--- src/common/acspa_pkg.sv ---
package acspa_pkg;
  // Register port: 32-bit byte address, 16-bit data words on even addresses
  localparam int ADDR_W = 32;
  localparam int DATA_W = 16;
  localparam logic [31:0] CONFIG_BASE = 32'h0000_0000;
  localparam logic [31:0] KEYS_BASE = 32'h0000_1100;
  localparam logic [31:0] OTP_IF_BASE = 32'h0000_2000;
  localparam logic [31:0] OTP_CTRL_BASE = 32'h0000_2400;
  localparam logic [31:0] OTP_STS_BASE = 32'h0000_2480;
  localparam logic [31:0] SPACE_END = 32'h0000_2500;
  localparam logic [31:0] PLL_CONFIG_ONE_ADDR = 32'h0000_0002;
  localparam logic [31:0] PLL_CONFIG_TWO_ADDR = 32'h0000_0004;
  localparam logic [31:0] ALIGN_CFG_ADDR = 32'h0000_0108;
  localparam logic [31:0] ALIGN_STATUS_ADDR = 32'h0000_010A;
  localparam logic [31:0] DEVICE_ID1_ADDR = 32'h0000_0110;
  localparam logic [31:0] DEVICE_ID2_ADDR = 32'h0000_0112;
  localparam logic [15:0] PLL_CONFIG_ONE_RESET = 16'h0080;
  localparam logic [15:0] PLL_CONFIG_TWO_RESET = 16'h0008;
  localparam logic [15:0] ALIGN_CFG_RESET = 16'h0000;
  localparam logic [15:0] ALIGN_CFG_MASK = 16'h80FF;
  // Field positions
  localparam int CLK_OUT_DIS_BIT = 0;
  localparam int AUX_OUT_DIS_BIT = 1;
  localparam int ALIGN_EN_BIT = 15;
  localparam int ALIGN_STB_BIT = 7;
  localparam int ALIGN_AUTO_BIT = 6;
  localparam int ALIGN_TRIG_BIT = 5;
  localparam int ALIGN_SPEED_LSB = 3;
  localparam int ALIGN_THR_LSB = 0;
  localparam int STS_BUSY_BIT = 0;
  localparam int STS_STABLE_BIT = 1;
  localparam int STS_INVALID_BIT = 2;
  // Strap codes from the resistor level detector
  localparam logic [2:0] STRAP_PU_0R = 3'h0;
  localparam logic [2:0] STRAP_PU_4K7 = 3'h1;
  localparam logic [2:0] STRAP_PU_22K = 3'h2;
  localparam logic [2:0] STRAP_PU_100K = 3'h3;
  localparam logic [2:0] STRAP_PD_100K = 3'h4;
  localparam logic [2:0] STRAP_PD_22K = 3'h5;
  localparam logic [2:0] STRAP_PD_4K7 = 3'h6;
  localparam logic [2:0] STRAP_PD_0R = 3'h7;
  localparam logic [1:0] STRAP_SETTLE = 2'h3;
  // Alignment step caps in master-clock periods
  localparam logic [1:0] SPEED_ONE = 2'h0;
  localparam logic [1:0] SPEED_TEN = 2'h1;
  localparam logic [1:0] SPEED_FIFTY = 2'h2;
  localparam logic [1:0] SPEED_FULL = 2'h3;
  localparam logic [11:0] CAP_ONE = 12'h001;
  localparam logic [11:0] CAP_TEN = 12'h00A;
  localparam logic [11:0] CAP_FIFTY = 12'h032;
  typedef enum logic [1:0] {AUX_UNLOCK, AUX_OFF, AUX_CLK} acspa_aux_t;
  // Frequency codes, 0..5 = 11.2896, 12.288, 22.5792, 24.576, 45.1584, 49.152 MHz
  typedef struct packed {
    logic invalid;
    acspa_aux_t aux;
    logic [2:0] bclk_shift;
    logic [3:0] fs_shift;
    logic [2:0] freq_code;
  } acspa_cfg_t;
endpackage

--- src/core/acspa_core.sv ---
`timescale 1ns/1ps
`default_nettype none
module acspa_core #(
  parameter int CNT_W = 12,
  parameter logic [11:0] STB_TOL = 12'h002,
  parameter logic [15:0] DEVICE_ID = 16'h0A5A, // Arbitrary value
  parameter logic [3:0] ALL_LAYER_REV = 4'h1, // Arbitrary value
  parameter logic [3:0] METAL_LAYER_REV = 4'h1 // Arbitrary value
) (
  // Clock, reset, master-clock tick
  input wire logic clk,
  input wire logic reset,
  input wire logic ce,
  // Strap level codes
  input wire logic [2:0] aux_function_strap,
  input wire logic [2:0] bit_clock_divider_strap,
  input wire logic [2:0] frame_sync_divider_strap,
  input wire logic [2:0] output_frequency_strap,
  // Reference and unlock pins
  input wire logic ref_in,
  input wire logic freq_unlock,
  // Register port
  input wire logic [31:0] reg_addr,
  input wire logic [15:0] reg_wdata,
  input wire logic reg_wr,
  input wire logic reg_rd,
  output logic [15:0] reg_rdata,
  output logic reg_rvalid,
  output logic reg_err,
  // Clock outputs
  output logic bclk_out,
  output logic fsync_out,
  output logic auxiliary_output,
  output logic clk_out_en,
  output logic [2:0] out_freq_code
);
  logic [11:0] strap_s1;
  logic [11:0] strap_s2;
  logic ref_s1, ref_s2, ref_d;
  logic unl_s1, unl_s2;
  logic [1:0] settle;
  logic strap_done;
  acspa_pkg::acspa_cfg_t cfg;
  acspa_pkg::acspa_cfg_t next_cfg;
  logic [15:0] pll_config_one, pll_config_two, align_cfg;
  logic [CNT_W-1:0] frame_cnt, next_cnt, step, remaining, offset;
  logic [CNT_W-1:0] base_len, next_step;
  logic stable, meas_new, busy, start, manual, auto_hit, wrap, outs_on;
  logic [2:0] thr;
  logic [CNT_W-1:0] thr_mclk;

  // Two-flop synchronisers; only the second stage is read
  always_ff @(posedge clk) begin
    if (reset) begin
      strap_s1 <= 12'h000;
      strap_s2 <= 12'h000;
      ref_s1 <= 1'b0;
      ref_s2 <= 1'b0;
      unl_s1 <= 1'b0;
      unl_s2 <= 1'b0;
    end else if (ce) begin
      strap_s1 <= {aux_function_strap, bit_clock_divider_strap, frame_sync_divider_strap, output_frequency_strap};
      strap_s2 <= strap_s1;
      ref_s1 <= ref_in;
      ref_s2 <= ref_s1;
      unl_s1 <= freq_unlock;
      unl_s2 <= unl_s1;
    end
  end

  // Strap decode; a code that maps to no setting sets the invalid flag
  always_comb begin
    next_cfg = '0;
    case (strap_s2[11:9])
      acspa_pkg::STRAP_PU_0R: next_cfg.aux = acspa_pkg::AUX_UNLOCK;
      acspa_pkg::STRAP_PD_0R: next_cfg.aux = acspa_pkg::AUX_CLK;
      default: next_cfg.aux = acspa_pkg::AUX_OFF;
    endcase
    case (strap_s2[8:6])
      acspa_pkg::STRAP_PU_0R: next_cfg.bclk_shift = 3'h4;
      acspa_pkg::STRAP_PU_4K7: next_cfg.bclk_shift = 3'h3;
      acspa_pkg::STRAP_PU_22K: next_cfg.bclk_shift = 3'h2;
      acspa_pkg::STRAP_PU_100K: next_cfg.bclk_shift = 3'h1;
      acspa_pkg::STRAP_PD_100K: next_cfg.bclk_shift = 3'h0;
      default: next_cfg.invalid = 1'b1;
    endcase
    if (strap_s2[5:3] == acspa_pkg::STRAP_PU_0R) begin
      next_cfg.invalid = 1'b1;
    end else begin
      next_cfg.fs_shift = 4'(4'hB - 4'(strap_s2[5:3]));
    end
    if (strap_s2[2:0] < acspa_pkg::STRAP_PU_22K) begin
      next_cfg.invalid = 1'b1;
    end else begin
      next_cfg.freq_code = 3'(strap_s2[2:0] - acspa_pkg::STRAP_PU_22K);
    end
  end

  // Latched once after release; a new setting needs another reset
  always_ff @(posedge clk) begin
    if (reset) begin
      settle <= 2'h0;
      strap_done <= 1'b0;
      cfg <= '0;
    end else if (ce && !strap_done) begin
      if (settle == acspa_pkg::STRAP_SETTLE) begin
        strap_done <= 1'b1;
        cfg <= next_cfg;
      end else begin
        settle <= 2'(settle + 2'h1);
      end
    end
  end

  assign outs_on = strap_done && !cfg.invalid;

  // Register port; only whole aligned words inside the five blocks are accepted
  logic in_space, in_config;
  assign in_space = (reg_addr < acspa_pkg::SPACE_END) && !reg_addr[0];
  assign in_config = reg_addr < acspa_pkg::KEYS_BASE;
  assign manual = ce && reg_wr && in_space && (reg_addr == acspa_pkg::ALIGN_CFG_ADDR)
                  && reg_wdata[acspa_pkg::ALIGN_TRIG_BIT] && reg_wdata[acspa_pkg::ALIGN_EN_BIT];

  always_ff @(posedge clk) begin
    if (reset) begin
      pll_config_one <= acspa_pkg::PLL_CONFIG_ONE_RESET;
      pll_config_two <= acspa_pkg::PLL_CONFIG_TWO_RESET;
      align_cfg <= acspa_pkg::ALIGN_CFG_RESET;
    end else if (ce && reg_wr && in_space && in_config) begin
      case (reg_addr)
        acspa_pkg::PLL_CONFIG_ONE_ADDR: pll_config_one <= reg_wdata;
        acspa_pkg::PLL_CONFIG_TWO_ADDR: pll_config_two <= reg_wdata;
        // Trigger bit is self-clearing and never stored
        acspa_pkg::ALIGN_CFG_ADDR: begin
          align_cfg <= reg_wdata & acspa_pkg::ALIGN_CFG_MASK & ~(16'h0001 << acspa_pkg::ALIGN_TRIG_BIT);
        end
        default: begin
        end
      endcase
    end
  end

  always_ff @(posedge clk) begin
    if (reset) begin
      reg_rdata <= 16'h0000;
      reg_rvalid <= 1'b0;
      reg_err <= 1'b0;
    end else if (ce) begin
      reg_rvalid <= reg_rd && in_space;
      reg_err <= (reg_rd || reg_wr) && !in_space;
      reg_rdata <= 16'h0000;
      if (reg_rd && in_space) begin
        case (reg_addr)
          acspa_pkg::PLL_CONFIG_ONE_ADDR: reg_rdata <= pll_config_one;
          acspa_pkg::PLL_CONFIG_TWO_ADDR: reg_rdata <= pll_config_two;
          acspa_pkg::ALIGN_CFG_ADDR: reg_rdata <= align_cfg;
          acspa_pkg::ALIGN_STATUS_ADDR: begin
            reg_rdata <= {13'h0000, cfg.invalid, stable, busy};
          end
          acspa_pkg::DEVICE_ID1_ADDR: reg_rdata <= DEVICE_ID;
          acspa_pkg::DEVICE_ID2_ADDR: reg_rdata <= {8'h00, ALL_LAYER_REV, METAL_LAYER_REV};
          default: reg_rdata <= 16'h0000;
        endcase
      end
    end
  end

  // Offset is the frame counter value seen at the reference rising edge
  assign meas_new = ce && ref_s2 && !ref_d;
  assign thr = align_cfg[acspa_pkg::ALIGN_THR_LSB +: 3];
  assign thr_mclk = CNT_W'(1) << ({1'b0, thr} + 4'h1);
  assign busy = (remaining != '0) || (step != '0);
  assign auto_hit = meas_new && align_cfg[acspa_pkg::ALIGN_EN_BIT] && align_cfg[acspa_pkg::ALIGN_AUTO_BIT]
                    && (frame_cnt > thr_mclk) && (!align_cfg[acspa_pkg::ALIGN_STB_BIT] || stable);
  // Without the gate a drifting phase simply retriggers after each pass
  assign start = !busy && (manual || auto_hit);

  always_ff @(posedge clk) begin
    if (reset) begin
      ref_d <= 1'b0;
      offset <= '0;
      stable <= 1'b0;
    end else if (ce) begin
      ref_d <= ref_s2;
      if (meas_new) begin
        offset <= frame_cnt;
        // Stable when two successive readings agree within tolerance
        stable <= ((frame_cnt >= offset) ? (frame_cnt - offset) : (offset - frame_cnt)) <= STB_TOL;
      end
    end
  end

  // Frame timing: base length plus the extension chosen for this frame
  assign base_len = CNT_W'(1) << cfg.fs_shift;
  assign wrap = frame_cnt >= CNT_W'(base_len + step - CNT_W'(1));
  assign next_cnt = wrap ? '0 : CNT_W'(frame_cnt + CNT_W'(1));

  always_comb begin
    next_step = remaining;
    case (align_cfg[acspa_pkg::ALIGN_SPEED_LSB +: 2])
      acspa_pkg::SPEED_ONE: if (remaining > CNT_W'(acspa_pkg::CAP_ONE)) next_step = CNT_W'(acspa_pkg::CAP_ONE);
      acspa_pkg::SPEED_TEN: if (remaining > CNT_W'(acspa_pkg::CAP_TEN)) next_step = CNT_W'(acspa_pkg::CAP_TEN);
      acspa_pkg::SPEED_FIFTY: if (remaining > CNT_W'(acspa_pkg::CAP_FIFTY)) next_step = CNT_W'(acspa_pkg::CAP_FIFTY);
      acspa_pkg::SPEED_FULL: next_step = remaining;
      default: next_step = remaining;
    endcase
  end

  always_ff @(posedge clk) begin
    if (reset) begin
      frame_cnt <= '0;
      step <= '0;
      remaining <= '0;
    end else if (ce) begin
      frame_cnt <= outs_on ? next_cnt : '0;
      if (start) begin
        remaining <= manual ? offset : frame_cnt;
      end else if (wrap) begin
        step <= next_step;
        remaining <= CNT_W'(remaining - next_step);
      end
    end
  end

  // Outputs are registered; all but out_freq_code are held low while the straps are invalid
  always_ff @(posedge clk) begin
    if (reset) begin
      bclk_out <= 1'b0;
      fsync_out <= 1'b0;
      auxiliary_output <= 1'b0;
      clk_out_en <= 1'b0;
      out_freq_code <= 3'h0;
    end else if (ce) begin
      clk_out_en <= outs_on && !pll_config_one[acspa_pkg::CLK_OUT_DIS_BIT];
      out_freq_code <= cfg.freq_code;
      fsync_out <= outs_on && (next_cnt < (base_len >> 1));
      if (!outs_on) begin
        bclk_out <= 1'b0;
      end else if (cfg.bclk_shift == 3'h0) begin
        bclk_out <= !bclk_out;
      end else begin
        bclk_out <= next_cnt[cfg.bclk_shift - 3'h1];
      end
      if (!outs_on || pll_config_one[acspa_pkg::AUX_OUT_DIS_BIT]) begin
        auxiliary_output <= 1'b0;
      end else begin
        case (cfg.aux)
          acspa_pkg::AUX_UNLOCK: auxiliary_output <= unl_s2;
          acspa_pkg::AUX_CLK: auxiliary_output <= !auxiliary_output;
          default: auxiliary_output <= 1'b0;
        endcase
      end
    end
  end
endmodule // acspa_core
`default_nettype wire

--- config.mk ---
export PLATFORM = sky130hd
export DESIGN_NAME = acspa_core
export DESIGN_NICKNAME = d
export VERILOG_FILES = /design/src/common/acspa_pkg.sv /design/src/core/acspa_core.sv
export SDC_FILE = /design/constraint.sdc
export NUM_CORES = 1
export LEC_CHECK = 0
export BUFFER_PORTS_ARGS = -buffer_cell sky130_fd_sc_hd__buf_2
export CAP_MARGIN = 10
export CORE_ASPECT_RATIO = 0.9
export CORE_UTILIZATION = 45
export DETAILED_ROUTE_END_ITERATION = 10
export MAX_ROUTING_LAYER = met4
export PLACE_DENSITY = 0.68
export SETUP_SLACK_MARGIN = 0.02
export SKIP_CTS_REPAIR_TIMING = 1
export SLEW_MARGIN = 20
export SYNTH_ARGS = -nofsm -noshare
export SYNTH_HDL_FRONTEND = slang
export SYNTH_SLANG_ARGS = --single-unit
--- constraint.sdc ---
create_clock -name clk -period 6.5 [get_ports clk]
set_input_delay 1.95 -clock clk [delete_from_list [all_inputs] [get_ports clk]]
set_output_delay 1.95 -clock clk [all_outputs]
set_load 0.005 [all_outputs]
==> impl_metrics.env <==
export IMPL_status="complete, no violations"
export IMPL_cap_violations=0
export IMPL_min_period_over_period=0.907
export IMPL_startpoint_type="flip-flop"
export IMPL_placementRows=51
export IMPL_yosysTopAreaCellShare=0.320
export IMPL_critPathMaxFanout=15
export IMPL_synth_nets=1382
export IMPL_antenna_found_initial=0
export IMPL_synth_xor_area_share=0.0344
export IMPL_power_frac_clock=0.273
export IMPL_cts_root_buf="clkbuf_16"
export IMPL_synthAdderAreaFrac=0.123
export IMPL_critPathKind="flip-flop to flip-flop"
export IMPL_dpl_hpwl_um=18300
export IMPL_fin_skew_ns=0.00688
export IMPL_synth_cells=1220
export IMPL_place_gp_congestion=0.897
export IMPL_grt_pass1_vias=7549
export IMPL_hold_path_class="flip-flop to flip-flop"
export IMPL_p_comb_frac=0.425
export IMPL_grt_total_usage=0.229
export IMPL_synth_simple_gate_area_share=0.203
export IMPL_synth_edf_count=0
export IMPL_p_switching_mw=1.37
export IMPL_slew_headroom=0.347
export IMPL_synth_compound_area_frac=0.175
export IMPL_h_tree_depth=4
export IMPL_grt_pass1_wl_um=39400
export IMPL_drive_gt1_frac=0.123
export IMPL_p_seq_frac=0.302
export IMPL_max_stage_delay_ns=0.43
export IMPL_ys_warnings_count=0
export IMPL_num_antenna_cells=0
export IMPL_cts_made_buffers=17
export IMPL_report_final_slew_viol_count=0
export IMPL_layout_nets=1445
export IMPL_p_leak_nw=4.88
export IMPL_grt_max_degree=84
export IMPL_vias=8732
export IMPL_setup_violations=0
export IMPL_p_int_mw=2.13
export IMPL_post_route_min_period_ns=5.90
export IMPL_cts_sink_count=159
export IMPL_ir_drop_mv=0.257
export IMPL_synth_largest_area_cell="dfxtp_1"
export IMPL_clockBufferDepth=2
export IMPL_wl_per_cell_um=15.8
export IMPL_core_sq_um=21600
export IMPL_drtIter0Drc=709
export IMPL_syn_area_per_cell_sq_um=8.15
export IMPL_vias_per_cell=5.50
export IMPL_yosys_most_used_dff="dfxtp_1"
export IMPL_fmax_mhz=170
export IMPL_synth_top_family_by_area="simple AND/OR/NAND/NOR gates"
export IMPL_power_density_nw_per_um2=313
export IMPL_drtPass1Iterations=5
export IMPL_synth_cell_types=68
export IMPL_rsz0062_at_grt="false"
export IMPL_swShare=0.391
export IMPL_io_pins=92
export IMPL_finish_utilization=0.517
export IMPL_overflow=0
export IMPL_fin_setup_tns_ns=0
export IMPL_die_h_um=143
export IMPL_worst_pin_slew_ns=0.977
export IMPL_yosysSeqAreaShare=0.320
export IMPL_worstSetupEndpointType="flip-flop"
export IMPL_synthMuxAreaShare=0.0879
export IMPL_multi_input_area_sq_um=6200
export IMPL_hold_ws_ns=0.460
export IMPL_ant_nets=0
export IMPL_cts_tree="yes"
export IMPL_synth_async_reset_ratio=0
export IMPL_initial_utilization=0.460
export IMPL_die_w_um=159
export IMPL_hold_violations=0
export IMPL_ys_ff_latch=159
export IMPL_arrival_ns=6.25
export IMPL_insertion_delay_ns=0.43
export IMPL_die_area_sq_um=22700
export IMPL_drc=0
export IMPL_fillers=2029
export IMPL_portBuffers=91
export IMPL_synth_area_leaders="dfxtp_1 (32%), ha_1 (11%), mux2i_1 (8.0%)"
export IMPL_synth_area_sq_um=9940
export IMPL_clkSlewWorstSetupHoldPaths_ns=0.06
export IMPL_fin_total_pwr_mw=3.50
export IMPL_crit_path_top_delay_cell="a2111oi_0"
export IMPL_register_area_sq_um=3180
export IMPL_area_growth_pct=12.5
export IMPL_worstPathRequired_ns=6.86
export IMPL_routed_wl_um=25100
==> metal layers <==
metal,up-vias,routed length [um],track usage
met2,223,11100,0.328
li1,4404,-,-
met5,-,0,-
met1,4076,12200,0.326
met3,29,1390,0.0425
met4,0,386,0.0653
==> path summary, 6_finish.rpt <==
| path | startpoint | end | slack [ns] | cells after the start |
|---|---|---|---|---|
| max reg2reg | cfg[3]$_SDFFE_PP0P_ | fsync_out$_SDFFE_PP0P_ | 0.60 | 27 |
| max | cfg[3]$_SDFFE_PP0P_ | fsync_out$_SDFFE_PP0P_ | 0.60 | 27 |
| min | step[2]$_SDFFE_PP0P_ | step[2]$_SDFFE_PP0P_ | 0.46 | 2 |
| min reg2reg | step[2]$_SDFFE_PP0P_ | step[2]$_SDFFE_PP0P_ | 0.46 | 2 |
==> per-stage QoR <==
step                      cells  area, sq um  worst slack [ns]
after global routing       1587        11200             0.136
after floorplan            1220         9940             0.889
after CTS                  1587        11200             0.668
final                      1587        11200             0.604
after detailed placement   1555        10600             0.711
after global placement     1555        10600             0.850
==> worst max-delay path, delay by kind of cell (launching register included) <==
| family | cells | cell delay (ns) |
|---|---|---|
| compound gates | 13 | 2.57 |
| fa+ha+maj | 5 | 1.49 |
| simple gates | 5 | 0.79 |
| buf+inv | 3 | 0.48 |
| flops | 1 | 0.41 |
| xor+xnor | 1 | 0.09 |
==> cell type report <==
type,instances,share of cell area
clock inverter,14,0.0110
multi-input combinational,918,0.554
clock buffer,18,0.0393
timing repair buffer,106,0.0510
inverter,81,0.0272
sequential,159,0.285
tap,291,0.0326
==> registers in the layout, indices dropped and copies added, names as in the netlist, 2 cells and up <==
name            count
frame_cnt          12
strap_s2           12
remaining          12
offset             12
pll_config_two     16
align_cfg           8
pll_config_one     16
cfg                13
out_freq_code       3
reg_rdata          16
settle              2
step               12
strap_s1           12
==> synthesized netlist by cell type (4+ instances only) <==
master and instances:
dfxtp_1 159, o21bai_1 8, a22o_1 7, nand2b_1 10, a21o_1 18, o21a_1 5
nand2_1 101, or3_1 6, a22oi_1 23, fa_1 4, nor2_1 175, xor2_1 9
nor3b_1 5, a21oi_1 86, a221oi_1 4, o21ai_0 29, a2bb2oi_1 4, inv_1 81
or2_2 6, nand4_1 8, mux2i_1 79, a31oi_1 6, nor2b_1 21, xnor2_1 30
o211ai_1 4, o31ai_1 4, nor3_1 21, clkbuf_1 52, nand3_1 39, buf_2 5
and3_1 15, nand3b_1 8, a2111oi_0 5, ha_1 91, nor4_1 14, a211o_1 5
a311oi_1 9, a211oi_1 14
==> cell families after synthesis <==
logic type / Yosys count
flip-flops: 159
adder cells (fa/ha/maj): 95
multiplexers: 84
AND/OR/NAND/NOR: 439
AO/OA/AOI/OAI: 259
other: 2
XOR/XNOR: 39
buffers and inverters: 143
==> cell usage in the layout, fill, tap and decap left out, types with 16 or more instances in the layout <==
| cell type | netlist | routed |
|---|---|---|
| a21o_1 | 18 | 18 |
| a21oi_1 | 86 | 86 |
| a22oi_1 | 23 | 23 |
| buf_2 | 5 | 90 |
| buf_4 | 0 | 16 |
| clkbuf_16 | 0 | 17 |
| dfxtp_1 | 159 | 159 |
| ha_1 | 91 | 91 |
| inv_1 | 81 | 81 |
| mux2i_1 | 79 | 79 |
| nand2_1 | 101 | 101 |
| nand3_1 | 39 | 39 |
| nor2_1 | 175 | 175 |
| nor2b_1 | 21 | 21 |
| nor3_1 | 21 | 21 |
| o21ai_0 | 29 | 29 |
| xnor2_1 | 30 | 30 |
==> power groups by stage <==
stage          logic [mW]  registers (mW)  clock network (mW)
3_3_place_gp         1.46            1.08                   0
6_report             1.49            1.06               0.955
5_1_grt              1.67            1.06                1.01
4_1_cts              1.48            1.06               0.968
2_1_floorplan        1.13            1.06                   0
3_5_place_dp         1.47            1.08                   0
Power figures use the tool's default switching activity.
